`src/adcs_pkg.sv`:
```
// package of constants and types for the conversion sequencer
// Functional notes
// - start bit begins conversion of selected channel
// - completion loads result, sets done, pulses interrupt
// - start bit clears itself once conversion begins
// - result only after selected conversion time
// - reading result clears done flag
// - restart clears done, old result kept
// - each conversion yields 8-bit unsigned code
// - halt or low-speed aborts, resets both controls
// - halt or low-speed entry loses earlier results
// - no automatic restart after halt or low-speed
// - ladder disconnected in halt or low-speed
// - channel codes zero to five valid, rest reserved
// - time codes give 39 to 1248 clocks
// - busy set at start, cleared at end/abort
// - controls held at reset, writes ignored in halt
`default_nettype none

package adcs_pkg;

  // ==========================================================
  // register map
  localparam logic [7:0] ADCS_CTL_ONE_ADDR = 8'h0E;
  localparam logic [7:0] ADCS_CTL_TWO_ADDR = 8'h0F;
  localparam logic [7:0] ADCS_STATUS_ADDR  = 8'h26;
  localparam logic [7:0] ADCS_RESULT_ADDR  = 8'h27;

  // ==========================================================
  // field positions
  localparam int ADCS_START_POS     = 7;
  localparam int ADCS_AIN_DIS_POS   = 4;
  localparam int ADCS_LADDER_POS    = 5;
  localparam int ADCS_DONE_POS      = 5;
  localparam int ADCS_BUSY_POS      = 4;
  localparam int ADCS_LAST_CHANNEL  = 5;

  // ==========================================================
  // reset values
  localparam logic [7:0] ADCS_CTL_ONE_RST = 8'h30;
  localparam logic [7:0] ADCS_CTL_TWO_RST = 8'h10;
  localparam logic [7:0] ADCS_RESULT_RST  = 8'h00;

  // ==========================================================
  // conversion lengths in system clock periods
  localparam int ADCS_T39_CLK   = 39;
  localparam int ADCS_T78_CLK   = 78;
  localparam int ADCS_T156_CLK  = 156;
  localparam int ADCS_T312_CLK  = 312;
  localparam int ADCS_T624_CLK  = 624;
  localparam int ADCS_T1248_CLK = 1248;
  localparam int ADCS_CNT_W     = 11;
  localparam int ADCS_SAR_STEPS = 8;

  typedef struct packed {
    logic       start;       // conv_start_bit
    logic [1:0] fixed_hi;    // 0 then 1 at reset, not forced on write
    logic       ain_dis;     // analog_input_disable
    logic [3:0] chan;        // channel_select
  } adcs_ctl_one_s;

  typedef struct packed {
    logic [1:0] unused_hi;
    logic       ladder;      // ladder_connect_ctrl
    logic       fixed_one;
    logic [2:0] tsel;
    logic       fixed_zero;
  } adcs_ctl_two_s;

  typedef enum logic [1:0] {ADCS_IDLE, ADCS_CONV} adcs_state_e;

endpackage

`default_nettype wire

```
`src/adcs_conv_timer.sv`:
```
// conversion-time counter with terminal detect
`timescale 1ns/1ps
`default_nettype none

module adcs_conv_timer
  import adcs_pkg::*;
(
  input  wire logic                  core_clk,  // system clock
  input  wire logic                  arst_n,    // async reset
  input  wire logic                  clk_en,    // freezes state when low
  input  wire logic                  run,       // count while high
  input  wire logic [ADCS_CNT_W-1:0] term,      // length in clocks
  output logic      [ADCS_CNT_W-1:0] count,     // clocks since start
  output logic                       last       // final clock of run
);

  logic [ADCS_CNT_W-1:0] cnt_q;
  logic [ADCS_CNT_W-1:0] cnt_d;

  assign count = cnt_q;
  assign last  = run && (cnt_q == term - 11'h001);

  always_comb
  begin
    cnt_d = cnt_q;
    if (!run || last)
      cnt_d = '0;
    else
      cnt_d = cnt_q + 11'h001;
  end

  always_ff @(posedge core_clk or negedge arst_n)
  begin
    if (!arst_n)
      cnt_q <= '0;
    else if (clk_en)
      cnt_q <= cnt_d;
  end

endmodule // adcs_conv_timer

`default_nettype wire

```
`src/adcs_sequencer.sv`:
```
// successive-approximation conversion sequencer with register port
`timescale 1ns/1ps
`default_nettype none

module adcs_sequencer
  import adcs_pkg::*;
(
  input  wire logic       core_clk,       // system clock, 10 MHz
  input  wire logic       arst_n,         // async reset, active low
  input  wire logic       clk_en,         // freezes all state when low
  input  wire logic       low_power_mode, // halt or low-speed mode active
  input  wire logic [7:0] addr,           // register address
  input  wire logic [7:0] wr_data,        // register write data
  input  wire logic       wr_en,          // write strobe
  input  wire logic       rd_en,          // read strobe
  input  wire logic       cmp_in,         // comparator: input >= trial code
  output logic      [7:0] rd_data,        // read data, cycle after strobe
  output logic      [7:0] dac_code,       // trial code to the ladder
  output logic      [3:0] mux_sel,        // analog channel to sample
  output logic            mux_en,         // analog input enabled
  output logic            ladder_on,      // reference ladder connected
  output logic            conv_done_irq   // one-clock completion pulse
);

  // ==========================================================
  // state
  adcs_ctl_one_s         one_q, one_d;
  adcs_ctl_two_s         two_q, two_d;
  adcs_state_e           st_q, st_d;
  logic [7:0]            res_q, res_d;
  logic [7:0]            sar_q, sar_d;
  logic                  done_q, done_d;
  logic                  irq_q, irq_d;
  logic [7:0]            rdat_q, rdat_d;
  logic [3:0]            mux_q, mux_d;
  logic                  men_q, men_d;
  logic                  lad_q, lad_d;
  logic [ADCS_CNT_W-1:0] term;
  logic [ADCS_CNT_W-1:0] count;
  logic                  last;
  logic                  busy;
  logic                  begin_conv;
  logic [2:0]            bit_idx;

  assign busy       = (st_q == ADCS_CONV);
  assign begin_conv = one_q.start && !busy && !low_power_mode;
  assign bit_idx    = 3'h7 - count[2:0];

  // ==========================================================
  // conversion length select
  always_comb
  begin
    unique case (two_q.tsel)
      3'h2:    term = ADCS_CNT_W'(ADCS_T78_CLK);
      3'h3:    term = ADCS_CNT_W'(ADCS_T156_CLK);
      3'h4:    term = ADCS_CNT_W'(ADCS_T312_CLK);
      3'h5:    term = ADCS_CNT_W'(ADCS_T624_CLK);
      3'h6:    term = ADCS_CNT_W'(ADCS_T1248_CLK);
      // reserved codes fall back to the shortest length
      default: term = ADCS_CNT_W'(ADCS_T39_CLK);
    endcase
  end

  adcs_conv_timer u_timer (
    .core_clk (core_clk),
    .arst_n   (arst_n),
    .clk_en   (clk_en),
    .run      (busy && !low_power_mode),
    .term     (term),
    .count    (count),
    .last     (last)
  );

  // ==========================================================
  // control registers
  always_comb
  begin
    one_d = one_q;
    two_d = two_q;
    if (low_power_mode)
    begin
      one_d = adcs_ctl_one_s'(ADCS_CTL_ONE_RST);
      two_d = adcs_ctl_two_s'(ADCS_CTL_TWO_RST);
    end
    else
    begin
      if (begin_conv)
        one_d.start = 1'b0;
      if (wr_en && addr == ADCS_CTL_ONE_ADDR)
      begin
        one_d = adcs_ctl_one_s'(wr_data);
        // a start written while busy or on the accept edge is dropped, not queued,
        // otherwise it would survive the self-clear and restart on its own
        if (busy || begin_conv)
          one_d.start = 1'b0;
      end
      if (wr_en && addr == ADCS_CTL_TWO_ADDR)
      begin
        two_d = adcs_ctl_two_s'(wr_data);
        two_d.unused_hi = 2'h0;
      end
    end
  end

  // ==========================================================
  // sequencer, approximation and result
  always_comb
  begin
    st_d   = st_q;
    sar_d  = sar_q;
    res_d  = res_q;
    done_d = done_q;
    irq_d  = 1'b0;
    if (rd_en && addr == ADCS_RESULT_ADDR)
      done_d = 1'b0;
    if (low_power_mode)
    begin
      st_d   = ADCS_IDLE;
      sar_d  = 8'h00;
      res_d  = ADCS_RESULT_RST;
      done_d = 1'b0;
    end
    else
    begin
      unique case (st_q)
        ADCS_IDLE:
        begin
          if (begin_conv)
          begin
            st_d   = ADCS_CONV;
            sar_d  = 8'h80;
            done_d = 1'b0;
          end
        end
        ADCS_CONV:
        begin
          if (count < ADCS_CNT_W'(ADCS_SAR_STEPS))
          begin
            if (!cmp_in)
              sar_d[bit_idx] = 1'b0;
            if (bit_idx != 3'h0)
              sar_d[bit_idx - 3'h1] = 1'b1;
          end
          if (last)
          begin
            st_d   = ADCS_IDLE;
            res_d  = sar_q;
            done_d = 1'b1; // set wins over a same-cycle read
            irq_d  = 1'b1;
          end
        end
      endcase
    end
  end

  // ==========================================================
  // read port and analog-side outputs
  always_comb
  begin
    rdat_d = 8'h00;
    if (rd_en)
    begin
      unique case (addr)
        ADCS_CTL_ONE_ADDR: rdat_d = one_q;
        ADCS_CTL_TWO_ADDR: rdat_d = two_q;
        ADCS_STATUS_ADDR:
        begin
          rdat_d[ADCS_DONE_POS] = done_q;
          rdat_d[ADCS_BUSY_POS] = busy;
        end
        ADCS_RESULT_ADDR:  rdat_d = res_q;
        default:           rdat_d = 8'h00;
      endcase
    end
    mux_d = one_q.chan;
    men_d = !one_q.ain_dis && one_q.chan <= 4'(ADCS_LAST_CHANNEL) && !low_power_mode;
    // ladder follows the mode bit or the conversion, and halt always wins
    lad_d = !low_power_mode && (two_q.ladder || busy || begin_conv);
  end

  always_ff @(posedge core_clk or negedge arst_n)
  begin
    if (!arst_n)
    begin
      one_q  <= adcs_ctl_one_s'(ADCS_CTL_ONE_RST);
      two_q  <= adcs_ctl_two_s'(ADCS_CTL_TWO_RST);
      st_q   <= ADCS_IDLE;
      sar_q  <= 8'h00;
      res_q  <= ADCS_RESULT_RST;
      done_q <= 1'b0;
      irq_q  <= 1'b0;
      rdat_q <= 8'h00;
      mux_q  <= 4'h0;
      men_q  <= 1'b0;
      lad_q  <= 1'b0;
    end
    else if (clk_en)
    begin
      one_q  <= one_d;
      two_q  <= two_d;
      st_q   <= st_d;
      sar_q  <= sar_d;
      res_q  <= res_d;
      done_q <= done_d;
      irq_q  <= irq_d;
      rdat_q <= rdat_d;
      mux_q  <= mux_d;
      men_q  <= men_d;
      lad_q  <= lad_d;
    end
  end

  assign rd_data       = rdat_q;
  assign dac_code      = sar_q;
  assign mux_sel       = mux_q;
  assign mux_en        = men_q;
  assign ladder_on     = lad_q;
  assign conv_done_irq = irq_q;

endmodule // adcs_sequencer

`default_nettype wire

```
`config.mk`:
```
export PLATFORM = sky130hd
export DESIGN_NAME = adcs_sequencer
export DESIGN_NICKNAME = d
export VERILOG_FILES = /design/src/adcs_pkg.sv /design/src/adcs_conv_timer.sv /design/src/adcs_sequencer.sv
export SDC_FILE = /design/constraint.sdc
export NUM_CORES = 1
export LEC_CHECK = 0
export BUFFER_PORTS_ARGS = -buffer_cell sky130_fd_sc_hd__buf_2
export CORE_MARGIN = 4
export CORE_UTILIZATION = 40
export DETAILED_ROUTE_END_ITERATION = 7
export GPL_ROUTABILITY_DRIVEN = 0
export GPL_TIMING_DRIVEN = 0
export PLACE_DENSITY = 0.67
export RECOVER_POWER = 100
export SYNTH_ARGS = -nofsm -noshare
export SYNTH_HDL_FRONTEND = slang
export SYNTH_SLANG_ARGS = --single-unit
```
`constraint.sdc`:
```
create_clock -name core_clk -period 5.91 [get_ports core_clk]
set_input_delay 1.182 -clock core_clk [delete_from_list [all_inputs] [get_ports core_clk]]
set_output_delay 1.182 -clock core_clk [all_outputs]
set_load 0.01 [all_outputs]
```
After elaboration in Yosys (flattened, before gate mapping):

Cells that the tools add are included.

* logic and storage cells: 119
* bits in registers: 61

* bitwise gates (word level): 3
* reduce and logical (&&, ||, !) cells: 33
* mux-type cells: 40
* order comparisons: 6
* add/sub/neg operators: 4
* equal/unequal tests: 14

Operator list (number)
* $mux W8: 16
* $pmux W11 S5: 1
* $eq A8 B4 Y1 const B: 2
* $eq A8 B6 Y1 const B: 2
* $pmux W8 S2: 1
* $logic_and A1 B1 Y1: 12
* $pmux W4 S3: 1
* $add A11 B1 Y11 const B: 1
* $eq A11 B11 Y1: 1
* $lt A11 B4 Y1 const B: 1
* $mux W1: 11
* $mux W11: 1
* $sub A11 B1 Y11 const B: 1
* $eq A3 B3 Y1 const B: 3
* $reduce_and A3 Y1: 3
* $and A8 B8 Y8: 1
* $lt A3 B4 Y1 const B: 2
* $not A8 Y8: 1
* $or A8 B8 Y8: 1
* $pmux W2 S4: 1
* $reduce_bool A2 Y1: 4
* $demux W1 S3: 2
* $eq A3 B2 Y1 const B: 2
* $ge A3 B1 Y1 const B: 2
* 15 further kinds: 27

Logic depth before layout (Yosys ltp):

Gate-level depths: netlist (run 1).

* depth after elaboration: 16
* mapped depth: 11

Modules after synthesis:

Synthesis (run 1) repeated with hierarchy kept, for this count alone.

* cell total of the unflattened synthesis: 351
* area, all modules: 3460.8 um2

Modules (own cells, without submodules)
* adcs_sequencer: cells an instance 235, sequential area each 1179.9 um2, instances 1, area an instance 2467.4 um2
* adcs_conv_timer: cells an instance 116, sequential area each 275.3 um2, instances 1, area an instance 993.5 um2

Worst setup path after synthesis (run 1):

No wires, ideal clock.

* path type: register -> register
* start point: reg two_q[2] (netlist name)
* end point: reg res_q[0]
* cell stages (with the launch flop): 12
* data arrival time: 3012 ps
* data required time: 5831 ps
* buffers on the path: 2
* setup slack: 2818 ps
* path through: dfrtp_1 clkbuf_1 buf_2 nand2_1 xnor2_1 ha_1 or3b_1 a21oi_1 o21ai_1 a221o_1 nor4_4 mux2i_1

* cells in the longest elaborated chain, start to end: 7

Ends and longest elaborated chain
* start: declaration: RTL line adcs_sequencer.sv:28 `adcs_ctl_two_s two_q, two_d;`
* start signal: assignment: RTL line adcs_sequencer.sv:186 `two_q <= adcs_ctl_two_s'(ADCS_CTL_TWO_RST);`
* start signal: assignment: RTL line adcs_sequencer.sv:200 `two_q <= two_d;`
* $eq A3 B3 Y1 or $eq A3 B2 Y1 (tied branches): RTL line adcs_sequencer.sv:53 `unique case (two_q.tsel)`
* $pmux W11 S5 (*): RTL line adcs_sequencer.sv:53
* $sub A11 B1 Y11 (*): RTL line adcs_conv_timer.sv:21 `assign last = run && (cnt_q == term - 11'h001);`
* $eq A11 B11 Y1 (*): RTL line adcs_conv_timer.sv:21
* $logic_and A1 B1 Y1 (*): RTL line adcs_conv_timer.sv:21
* $reduce_bool A2 Y1 (no line) (*)
* $reduce_and A3 Y1 (no line) (*)
* end signal: assignment: RTL line adcs_sequencer.sv:203 `res_q <= res_d;`
* end: declaration: RTL line adcs_sequencer.sv:30 `logic [7:0] res_q, res_d;`

Every way passes the cells marked *; elsewhere a longest branch is shown, timed or not.
A chain may end at the register's enable or synchronous reset.

Final worst setup path (run 1):

* start point: reg two_q[2] (netlist name)
* end point: reg u_timer.cnt_q[7], in the netlist u_timer.count[7]

* cells in the longest elaborated chain, start to end: 7

Ends and longest elaborated chain
* $eq A3 B3 Y1 or $eq A3 B2 Y1 (tied branches): RTL line adcs_sequencer.sv:53
* $pmux W11 S5 (*): RTL line adcs_sequencer.sv:53
* $sub A11 B1 Y11 (*): RTL line adcs_conv_timer.sv:21
* $eq A11 B11 Y1 (*): RTL line adcs_conv_timer.sv:21
* $logic_and A1 B1 Y1 (*): RTL line adcs_conv_timer.sv:21
* $logic_or A1 B1 Y1 (*): RTL line adcs_conv_timer.sv:26 `if (!run || last)`
* $mux W11 (*): RTL line adcs_conv_timer.sv:26
* end signal: assignment: RTL line adcs_conv_timer.sv:37 `cnt_q <= cnt_d;`
* end: declaration: RTL line adcs_conv_timer.sv:17 `logic [ADCS_CNT_W-1:0] cnt_q;`

Marks and branches as above.

==> results of run 1 <==
[metrics by stage]
step	std cells	power (W)	worst slack, ns	cell area (sq um)
after floorplan	361	0.000475	2.82	3330
after global placement	510	0.000513	2.39	3680
after detailed placement	510	0.000514	2.36	3680
after CTS	526	0.000969	2.34	3930
after global routing	526	0.000997	1.41	3890
final	526	0.000960	1.88	3890
[final timing paths]
check / to / cells after the start / from
worst max-delay path: u_timer.count[7]$_DFFE_PN0P_ / 11 / two_q[2]$_DFFE_PN0P_
worst min-delay path: rd_data[0]$_DFFE_PN0P_ / 1 / rd_data[0]$_DFFE_PN0P_
worst max register to register: u_timer.count[7]$_DFFE_PN0P_ / 11 / two_q[2]$_DFFE_PN0P_
worst min register to register: rd_data[0]$_DFFE_PN0P_ / 1 / rd_data[0]$_DFFE_PN0P_
max in group asynchronous: dac_code[5]$_DFFE_PN0P_ / 1 / arst_n
min in group asynchronous: mux_d[1]$_DFFE_PN0P_ / 1 / arst_n
[placed cells by master, fill, tap and decap left out, types with 9 or more instances in the layout]
master    instances
dfrtp_1          55
nand3_1          14
a22o_1           11
nor3_1           13
buf_2            21
nor2_1           24
clkbuf_1         44
inv_1            17
mux2_2           10
o21ai_0          26
clkbuf_8          9
mux2i_1          12
a21oi_1          20
nand2_1          25
[layer usage]
metal / part of all wire / routed length [um] / up-vias
li1: - / - / 1438
met1: 0.45 / 4020 / 1508
met2: 0.48 / 4260 / 94
met3: 0.048 / 424 / 18
met4: 0.019 / 165 / 0
met5: 0 / 0 / -
[power by group]
part,internal [W],switching (W)
sequential,0.000407,0.00000710
combinational,0.0000301,0.0000627
clock,0.000281,0.000172
total,0.000718,0.000242
[critical path, cell delays in order (launching register included)]
cell	delay (ns)
dfrtp_1	0.40
clkbuf_1	0.35
clkbuf_1	0.37
nand2_1	0.12
xnor2_1	0.14
ha_1	0.22
or3b_1	0.35
a21oi_1	0.16
o21ai_0	0.10
a221o_1	0.44
nor4_1	1.06
nor3_1	0.15
[area by class of cell]
type,count,area (sq um)
flip-flops and latches,58,1460
well taps,105,131
clock buffers,10,128
clock inverters,6,115
inverters,18,67.6
fillers,806,4290
plain buffers,24,95.1
repair buffers,44,190
multi-input cells,261,1710
[sequential cells by signal (all words and copies together) (netlist names)]
name           count
mux_en             1
ladder_on          1
res_q              8
done_q             1
rd_data            8
one_q              4
mux_d              4
two_q              6
st_q               1
conv_done_irq      1
dac_code           8
mux_sel            4
u_timer.count     11
[cells in the mapped netlist (4+ instances only)]
library cell   n
inv_1         17
xor2_1         6
o21ai_0       25
o22a_1         5
nor4_1         7
nor3b_1        8
o22ai_1        5
nor3_1        13
a22o_1        11
nor2_1        24
nand4_1        7
a22oi_1        8
a21o_1         4
nand2b_1       7
a21oi_1       20
nand2_1       25
mux2i_1       12
ha_1           4
mux2_2        10
a31oi_1        4
nor2b_1        4
xnor2_1        5
dfrtp_1       55
nand3_1       14
clkbuf_1      18
o2bb2ai_1      7
[cells by family after synthesis]
kind of cell,share of synthesized area
and+or+nand+nor,0.188
DFF,0.437
adders and majority gates,0.0150
AOI/OAI and AO/OA,0.212
xor gates and xnor gates,0.0289
buffers and inverters,0.0492
muxes,0.0699
==> flow_metrics.env, run 1 <==
export IMPL_outcome="finished, violations left"
export IMPL_violations="max-capacitance violations, max-slew violations"
export IMPL_clock_path_buffers=2
export IMPL_use_met3=0.0386
export IMPL_ys_ff_latch=58
export IMPL_cts_resized=0
export IMPL_leakage_nw=1.60
export IMPL_ys_async_sr_fraction=1.00
export IMPL_first_pass_iters=5
export IMPL_chipWidth_um=99.3
export IMPL_cap_violations=1
export IMPL_hold_slack_ns=0.487
export IMPL_syn_area_per_cell_sq_um=9.23
export IMPL_power_density_nw_per_um2=247
export IMPL_tns_ns=0
export IMPL_viasPerCell=5.81
export IMPL_finalHoldViolations=0
export IMPL_synth_edff_count=0
export IMPL_setup_viol=0
export IMPL_clock_root_buffer="clkbuf_8"
export IMPL_antennaDiodeCount=0
export IMPL_synth_area_leaders="dfrtp_1 41%, o21ai_0 3.8%, mux2i_1 3.6%, mux2_2 3.4%, a21oi_1 3.0%"
export IMPL_wl_mm=8.88
export IMPL_synth_top_area_frac=0.413
export IMPL_yosysTopAreaCell="dfrtp_1"
export IMPL_cp_required_ns=6.09
export IMPL_ys_seq_area_frac=0.437
export IMPL_cp_start_kind="flip-flop"
export IMPL_use_met2=0.307
export IMPL_grt_busiest_layer="met2"
export IMPL_peakVddDrop_mv=0.121
export IMPL_dp_hpwl_mm=6.52
export IMPL_max_slew_worst_pin_slew_ns=3.02
export IMPL_clk_transition_reported_paths_ns=0.07
export IMPL_track_usage=0.189
export IMPL_initial_core_util=0.407
export IMPL_postSynthCellCount=361
export IMPL_drv_slew=59
export IMPL_yosysWarnings=0
export IMPL_drive_above_1_share=0.126
export IMPL_met1_usage=0.252
export IMPL_fin_skew_ns=0.00495
export IMPL_drcViolationCount=0
export IMPL_syn_num_nets=388
export IMPL_rrSetupSlack_ns=1.88
export IMPL_wl_per_cell_um=16.9
export IMPL_clk_insertion_delay_late_ns=0.35
export IMPL_cts_sinks=58
export IMPL_grt_ovfl_total=0
export IMPL_max_freq_mhz=248
export IMPL_grt_pass1_vias=3067
export IMPL_grt_max_degree=59
export IMPL_rsz0062_at_grt="false"
export IMPL_hold_buffers=0
export IMPL_io_buffers=44
export IMPL_max_slew_margin_rel=-1.01
export IMPL_die_y_um=99.3
export IMPL_antenna_found_initial=0
export IMPL_h_tree_depth=3
export IMPL_ios=46
export IMPL_die_area_sq_um=9850
export IMPL_post_route_period_util=0.683
export IMPL_cts_setup_buffers=0
export IMPL_yosysUniqueCellTypes=52
export IMPL_synth_top_flop_cell="dfrtp_1"
export IMPL_cts_buffers=9
export IMPL_final_nets=443
export IMPL_core_rowCount=33
export IMPL_path_max_fanout=10
export IMPL_hp_class="reg2reg"
export IMPL_critPathArrivalTime_ns=4.21
export IMPL_vias=3058
export IMPL_critPathKind="reg2reg"
export IMPL_crit_path_end_kind="flip-flop"
export IMPL_area_delta_synth_final_pct=16.7
export IMPL_drtAntennaViolNets=0
export IMPL_cts_tree="done"
export IMPL_netlist_area_sq_um=3330
export IMPL_utilization=0.476
export IMPL_grt_pass1_wl_mm=14.9
export IMPL_coreArea_sq_um=8180
export IMPL_drtIter0Drc=149
export IMPL_fin_crit_ns=4.03
Note: power is estimated with default switching activity, not from simulation.
==> inputs of run 2 (changes only) <==
Clock period 5.91 ns to 4 ns, I/O delays scaled along.
==> run 2 against run 1 <==
The flow still finishes with violations (max-capacitance violations, max-slew violations). Power rose by 47%. Final cell count did not move. Register-to-register slack got worse by 1.5 ns. Sequential power rose by 48%. Non-clock buffer count did not move. Sequential cell count did not move. First-iteration DRC count rose by 6.7%. Design area rose by 0.19%. Clock power rose by 47%. Clock skew rose by 0.00083 ns. Critical endpoint is now res_q[0]$_DFFE_PN0P_.
==> flow_metrics.env, run 2 (synthesis results as in run 1) <==
export IMPL_outcome="finished, violations left"
export IMPL_violations="max-capacitance violations, max-slew violations"
export IMPL_post_route_period_util=0.896
export IMPL_cts_buffers=9
export IMPL_dp_hpwl_mm=6.52
export IMPL_chipWidth_um=99.3
export IMPL_track_usage=0.189
export IMPL_cp_required_ns=4.25
export IMPL_critPathKind="reg2reg"
export IMPL_coreArea_sq_um=8180
export IMPL_first_pass_iters=5
export IMPL_clock_path_buffers=2
export IMPL_fin_skew_ns=0.00578
export IMPL_tns_ns=0
export IMPL_die_y_um=99.3
export IMPL_hold_buffers=0
export IMPL_drcViolationCount=0
export IMPL_core_rowCount=33
export IMPL_grt_pass1_vias=3067
export IMPL_wl_per_cell_um=16.9
export IMPL_setup_viol=0
export IMPL_rrSetupSlack_ns=0.42
export IMPL_viasPerCell=5.83
export IMPL_cts_sinks=58
export IMPL_fillers=804
export IMPL_max_slew_worst_pin_slew_ns=3.07
export IMPL_clk_insertion_delay_late_ns=0.35
export IMPL_final_cell_mix="55 x dfrtp_1, 43 x clkbuf_1, 26 x o21ai_0"
export IMPL_clock_root_buffer="clkbuf_8"
export IMPL_finalHoldViolations=0
export IMPL_peakVddDrop_mv=0.179
export IMPL_wl_mm=8.89
export IMPL_cp_start_kind="flip-flop"
export IMPL_mostFrequentLayoutCell="dfrtp_1"
export IMPL_ios=46
export IMPL_r2r_start="two_q[2]$_DFFE_PN0P_"
export IMPL_drive_above_1_share=0.131
export IMPL_largest_reg_flops=11
export IMPL_initial_core_util=0.407
export IMPL_worstHoldPathCells=1
export IMPL_hold_slack_ns=0.489
export IMPL_power_density_nw_per_um2=363
export IMPL_antenna_found_initial=0
export IMPL_cts_setup_buffers=0
export IMPL_grt_pass1_wl_mm=14.9
export IMPL_area_delta_synth_final_pct=16.9
export IMPL_r2r_end="res_q[0]$_DFFE_PN0P_"
export IMPL_drtAntennaViolNets=0
export IMPL_hp_class="reg2reg"
export IMPL_fin_crit_ns=3.58
export IMPL_cap_violations=1
export IMPL_vias=3069
export IMPL_hold_end="done_q$_DFFE_PN0P_"
export IMPL_h_tree_depth=3
export IMPL_max_freq_mhz=279
export IMPL_cts_resized=0
export IMPL_leakage_nw=1.60
export IMPL_rsz0062_at_grt="false"
export IMPL_antennaDiodeCount=0
export IMPL_clk_transition_reported_paths_ns=0.07
export IMPL_crit_path_end_kind="flip-flop"
export IMPL_io_buffers=44
export IMPL_max_slew_margin_rel=-1.05
export IMPL_grt_max_degree=59
export IMPL_grt_ovfl_total=0
export IMPL_total_power_w=0.00142
export IMPL_drv_slew=59
export IMPL_cts_tree="done"
export IMPL_drtIter0Drc=159
export IMPL_critPathArrivalTime_ns=3.84
export IMPL_hold_path_startpoint="done_q$_DFFE_PN0P_"
export IMPL_path_max_fanout=10
export IMPL_final_nets=443
export IMPL_die_area_sq_um=9850
export IMPL_rr_worst_depth=11
-- run 2: routing by layer --
metal / global-route usage / share of wire / routed length (um)
met4: 0.0630 / 0.017 / 155
met3: 0.0386 / 0.064 / 567
met2: 0.307 / 0.48 / 4290
met5: 0 / 0 / 0
met1: 0.252 / 0.44 / 3870
-- run 2: how the worst max path moves through the flow --
| stage | slack [ns] | cells past startpoint | from | to |
|---|---|---|---|---|
| 6_report | 0.42 | 11 | two_q[2]$_DFFE_PN0P_ | res_q[0]$_DFFE_PN0P_ |
| 5_1_grt | 0.09 | 1 | arst_n | ladder_on$_DFFE_PN0P_ |
| 4_1_cts | 0.43 | 11 | two_q[2]$_DFFE_PN0P_ | res_q[0]$_DFFE_PN0P_ |
| 3_5_place_dp | 0.47 | 11 | two_q[2]$_DFFE_PN0P_ | res_q[1]$_DFFE_PN0P_ |
| 3_3_place_gp | 0.51 | 11 | two_q[2]$_DFFE_PN0P_ | res_q[0]$_DFFE_PN0P_ |
| 2_1_floorplan | 0.91 | 11 | two_q[2]$_DFFE_PN0P_ | res_q[0]$_DFFE_PN0P_ |
-- run 2: per-stage QoR --
step	area, sq um	utilization	worst slack (ns)	cells
CTS	3930	0.480	0.430	526
global placement	3680	0.450	0.508	510
detailed placement	3680	0.450	0.470	510
global route	3890	0.476	0.0884	526
finish	3890	0.476	0.416	526
floorplan	3330	-	0.908	361
-- run 2: power breakdown --
part	total (W)	switching, W	internal (W)
Clock	0.000667	0.000251	0.000416
Sequential	0.000611	0.0000105	0.000601
Combinational	0.000137	0.0000924	0.0000445
Total	0.00142	0.000354	0.00106
-- run 2: critical path, stage by stage, from the launching register on --
cell and delay (ns):
dfrtp_1 0.40, clkbuf_1 0.35, buf_2 0.28, nand2_1 0.09
xnor2_1 0.14, ha_1 0.22, or3b_1 0.35, a21oi_1 0.15
o21ai_0 0.10, a221o_1 0.44, nor4_4 0.67, mux2i_1 0.30
-- run 2: cell type report --
type | instances | area (sq um) | share of cell area
multi-input combinational | 261 | 1710 | 0.439
sequential | 58 | 1460 | 0.374
timing repair buffer | 44 | 190 | 0.0488
tap | 105 | 131 | 0.0337
clock buffer | 10 | 128 | 0.0328
clock inverter | 6 | 115 | 0.0296
buffer | 24 | 96.3 | 0.0247
inverter | 18 | 67.6 | 0.0173
==> inputs of run 3 (changes only) <==
Settings changed: CORE_MARGIN 4 to default, CTS_BUF_LIST from default to sky130_fd_sc_hd__clkbuf_8.
==> run 3 against run 2 <==
The run now ends clean. Sequential share of layout area grew 0.82 points. Sequential power is essentially flat. Clock skew grew 0.0064 ns. Final cell count shrank 0.57%. Global-route usage grew 3.6 points. Maximum frequency shrank 1.8%. Power shrank 14%. Critical path type unchanged. Worst hold slack lost 0.0019 ns. Critical path depth is the same. Register-to-register slack lost 0.06 ns. Core utilization grew 0.68 points.
==> flow_metrics.env, run 3 (synthesis results as in run 1) <==
export IMPL_outcome="finished, final reports clean"
export IMPL_die_y_um=93.3
export IMPL_wl_per_cell_um=17.0
export IMPL_max_slew_worst_pin_slew_ns=1.46
export IMPL_combPwrFrac=0.113
export IMPL_worst_path_buf_inv=2
export IMPL_critPathArrivalTime_ns=3.91
export IMPL_max_stage_delay_ns=0.68
export IMPL_post_route_period_util=0.912
export IMPL_cp_top_family="simple AND/OR/NAND/NOR gates"
export IMPL_ios=46
export IMPL_clock_root_buffer="clkbuf_8"
export IMPL_viasPerCell=6.00
export IMPL_leakage_nw=1.59
export IMPL_initial_core_util=0.422
export IMPL_first_pass_iters=5
export IMPL_max_slew_margin_rel=0.0260
export IMPL_swShare=0.280
export IMPL_cts_resized=0
export IMPL_peakVddDrop_mv=0.217
export IMPL_drive_above_1_share=0.124
export IMPL_mostFrequentLayoutCell="dfrtp_1"
export IMPL_drcViolationCount=0
export IMPL_fin_ws_ns=0.352
export IMPL_power_density_nw_per_um2=319
export IMPL_cts_tree="done"
export IMPL_critPathKind="reg2reg"
export IMPL_place_ws_ns=0.388
export IMPL_coreArea_sq_um=7890
export IMPL_max_freq_mhz=274
export IMPL_place_inst=507
export IMPL_antennaDiodeCount=0
export IMPL_final_nets=443
export IMPL_grt_pass1_vias=2914
export IMPL_h_tree_depth=3
export IMPL_cp_required_ns=4.26
export IMPL_crit_path_end_kind="flip-flop"
export IMPL_drtAntennaViolNets=0
export IMPL_fin_skew_ns=0.0122
export IMPL_grt_ovfl_total=0
export IMPL_final_cell_mix="55 x dfrtp_1, 41 x clkbuf_1, 26 x o21ai_0"
export IMPL_track_usage=0.225
export IMPL_cp_slowest_cell="nor4_4"
export IMPL_cp_start_kind="flip-flop"
export IMPL_grt_max_degree=59
export IMPL_dp_hpwl_mm=6.36
export IMPL_die_area_sq_um=8700
export IMPL_cts_sinks=58
export IMPL_clock_path_buffers=2
export IMPL_final_cells=523
export IMPL_clkPwrFrac=0.383
export IMPL_tns_ns=0
export IMPL_rrSetupSlack_ns=0.35
export IMPL_clk_insertion_delay_late_ns=0.35
export IMPL_finalHoldViolations=0
export IMPL_area_delta_synth_final_pct=14.4
export IMPL_cts_buffers=9
export IMPL_cts_setup_buffers=0
export IMPL_hp_class="reg2reg"
export IMPL_total_power_w=0.00121
export IMPL_path_max_fanout=10
export IMPL_drv_slew=0
export IMPL_cap_violations=0
export IMPL_grt_pass1_wl_mm=15.0
export IMPL_core_rowCount=32
export IMPL_io_buffers=44
export IMPL_hold_buffers=0
export IMPL_fin_crit_ns=3.65
export IMPL_largest_reg_flops=11
export IMPL_antenna_found_initial=0
export IMPL_vias=3138
export IMPL_hold_slack_ns=0.487
export IMPL_sequentialPowerShare=0.504
export IMPL_fillers=771
export IMPL_path_cells="clkbuf_1, buf_2, nand2_1, xnor2_1, ha_1, or3b_1, a21oi_1, o21ai_0, a221o_1, nor4_4, mux2i_1"
export IMPL_clk_transition_reported_paths_ns=0.07
export IMPL_setup_viol=0
export IMPL_wl_mm=8.87
export IMPL_switchingPower_w=0.000340
export IMPL_chipWidth_um=93.3
export IMPL_drtIter0Drc=296
export IMPL_rsz0062_at_grt="false"
export IMPL_intPower_w=0.000875
-- run 3: changes by cell type in the layout (fill, tap and decap cells not counted), sizes merged --
cell      before  now
bufinv         3    0
clkinv         3    2
clkinvlp       1    0
inv           17   22
-- run 3: path summary, 6_finish.rpt --
check	startpoint	to	cells after the start
worst max-delay path	two_q[2]$_DFFE_PN0P_	res_q[0]$_DFFE_PN0P_	11
worst min-delay path	rd_data[0]$_DFFE_PN0P_	rd_data[0]$_DFFE_PN0P_	1
worst max register to register	two_q[2]$_DFFE_PN0P_	res_q[0]$_DFFE_PN0P_	11
worst min register to register	rd_data[0]$_DFFE_PN0P_	rd_data[0]$_DFFE_PN0P_	1
max in group asynchronous	arst_n	res_q[2]$_DFFE_PN0P_	1
min in group asynchronous	arst_n	u_timer.count[5]$_DFFE_PN0P_	1
-- run 3: power by group through the flow --
stage                     clock network [W]  registers [W]   logic, W
after floorplan                           0       0.000622  0.0000793
after global placement                    0       0.000622   0.000137
after detailed placement                  0       0.000622   0.000138
after CTS                          0.000471       0.000611   0.000139
after global routing               0.000503       0.000613   0.000154
final                              0.000465       0.000612   0.000138
-- run 3: metal layers --
metal / track usage / up-vias / routed length [um]
met4: 0.0962 / 0 / 233
met3: 0.0366 / 30 / 575
met2: 0.340 / 148 / 4060
li1: - / 1442 / -
met1: 0.317 / 1518 / 4000
met5: 0 / - / 0
-- run 3: area by class of cell --
| type | count | area [sq um] | area share |
|---|---|---|---|
| flip-flops and latches | 58 | 1460 | 0.382 |
| repair buffers | 44 | 191 | 0.0502 |
| plain buffers | 24 | 96.3 | 0.0253 |
| inverters | 18 | 67.6 | 0.0177 |
| clock buffers | 10 | 138 | 0.0361 |
| multi-input cells | 261 | 1710 | 0.449 |
| well taps | 102 | 128 | 0.0335 |
| clock inverters | 6 | 23.8 | 0.00624 |
-- run 3: through the flow --
stage,utilization,instance area (sq um)
3_5_place_dp,0.466,3680
3_3_place_gp,0.466,3680
2_1_floorplan,-,3330
5_1_grt,0.483,3810
6_report,0.483,3810
4_1_cts,0.487,3840
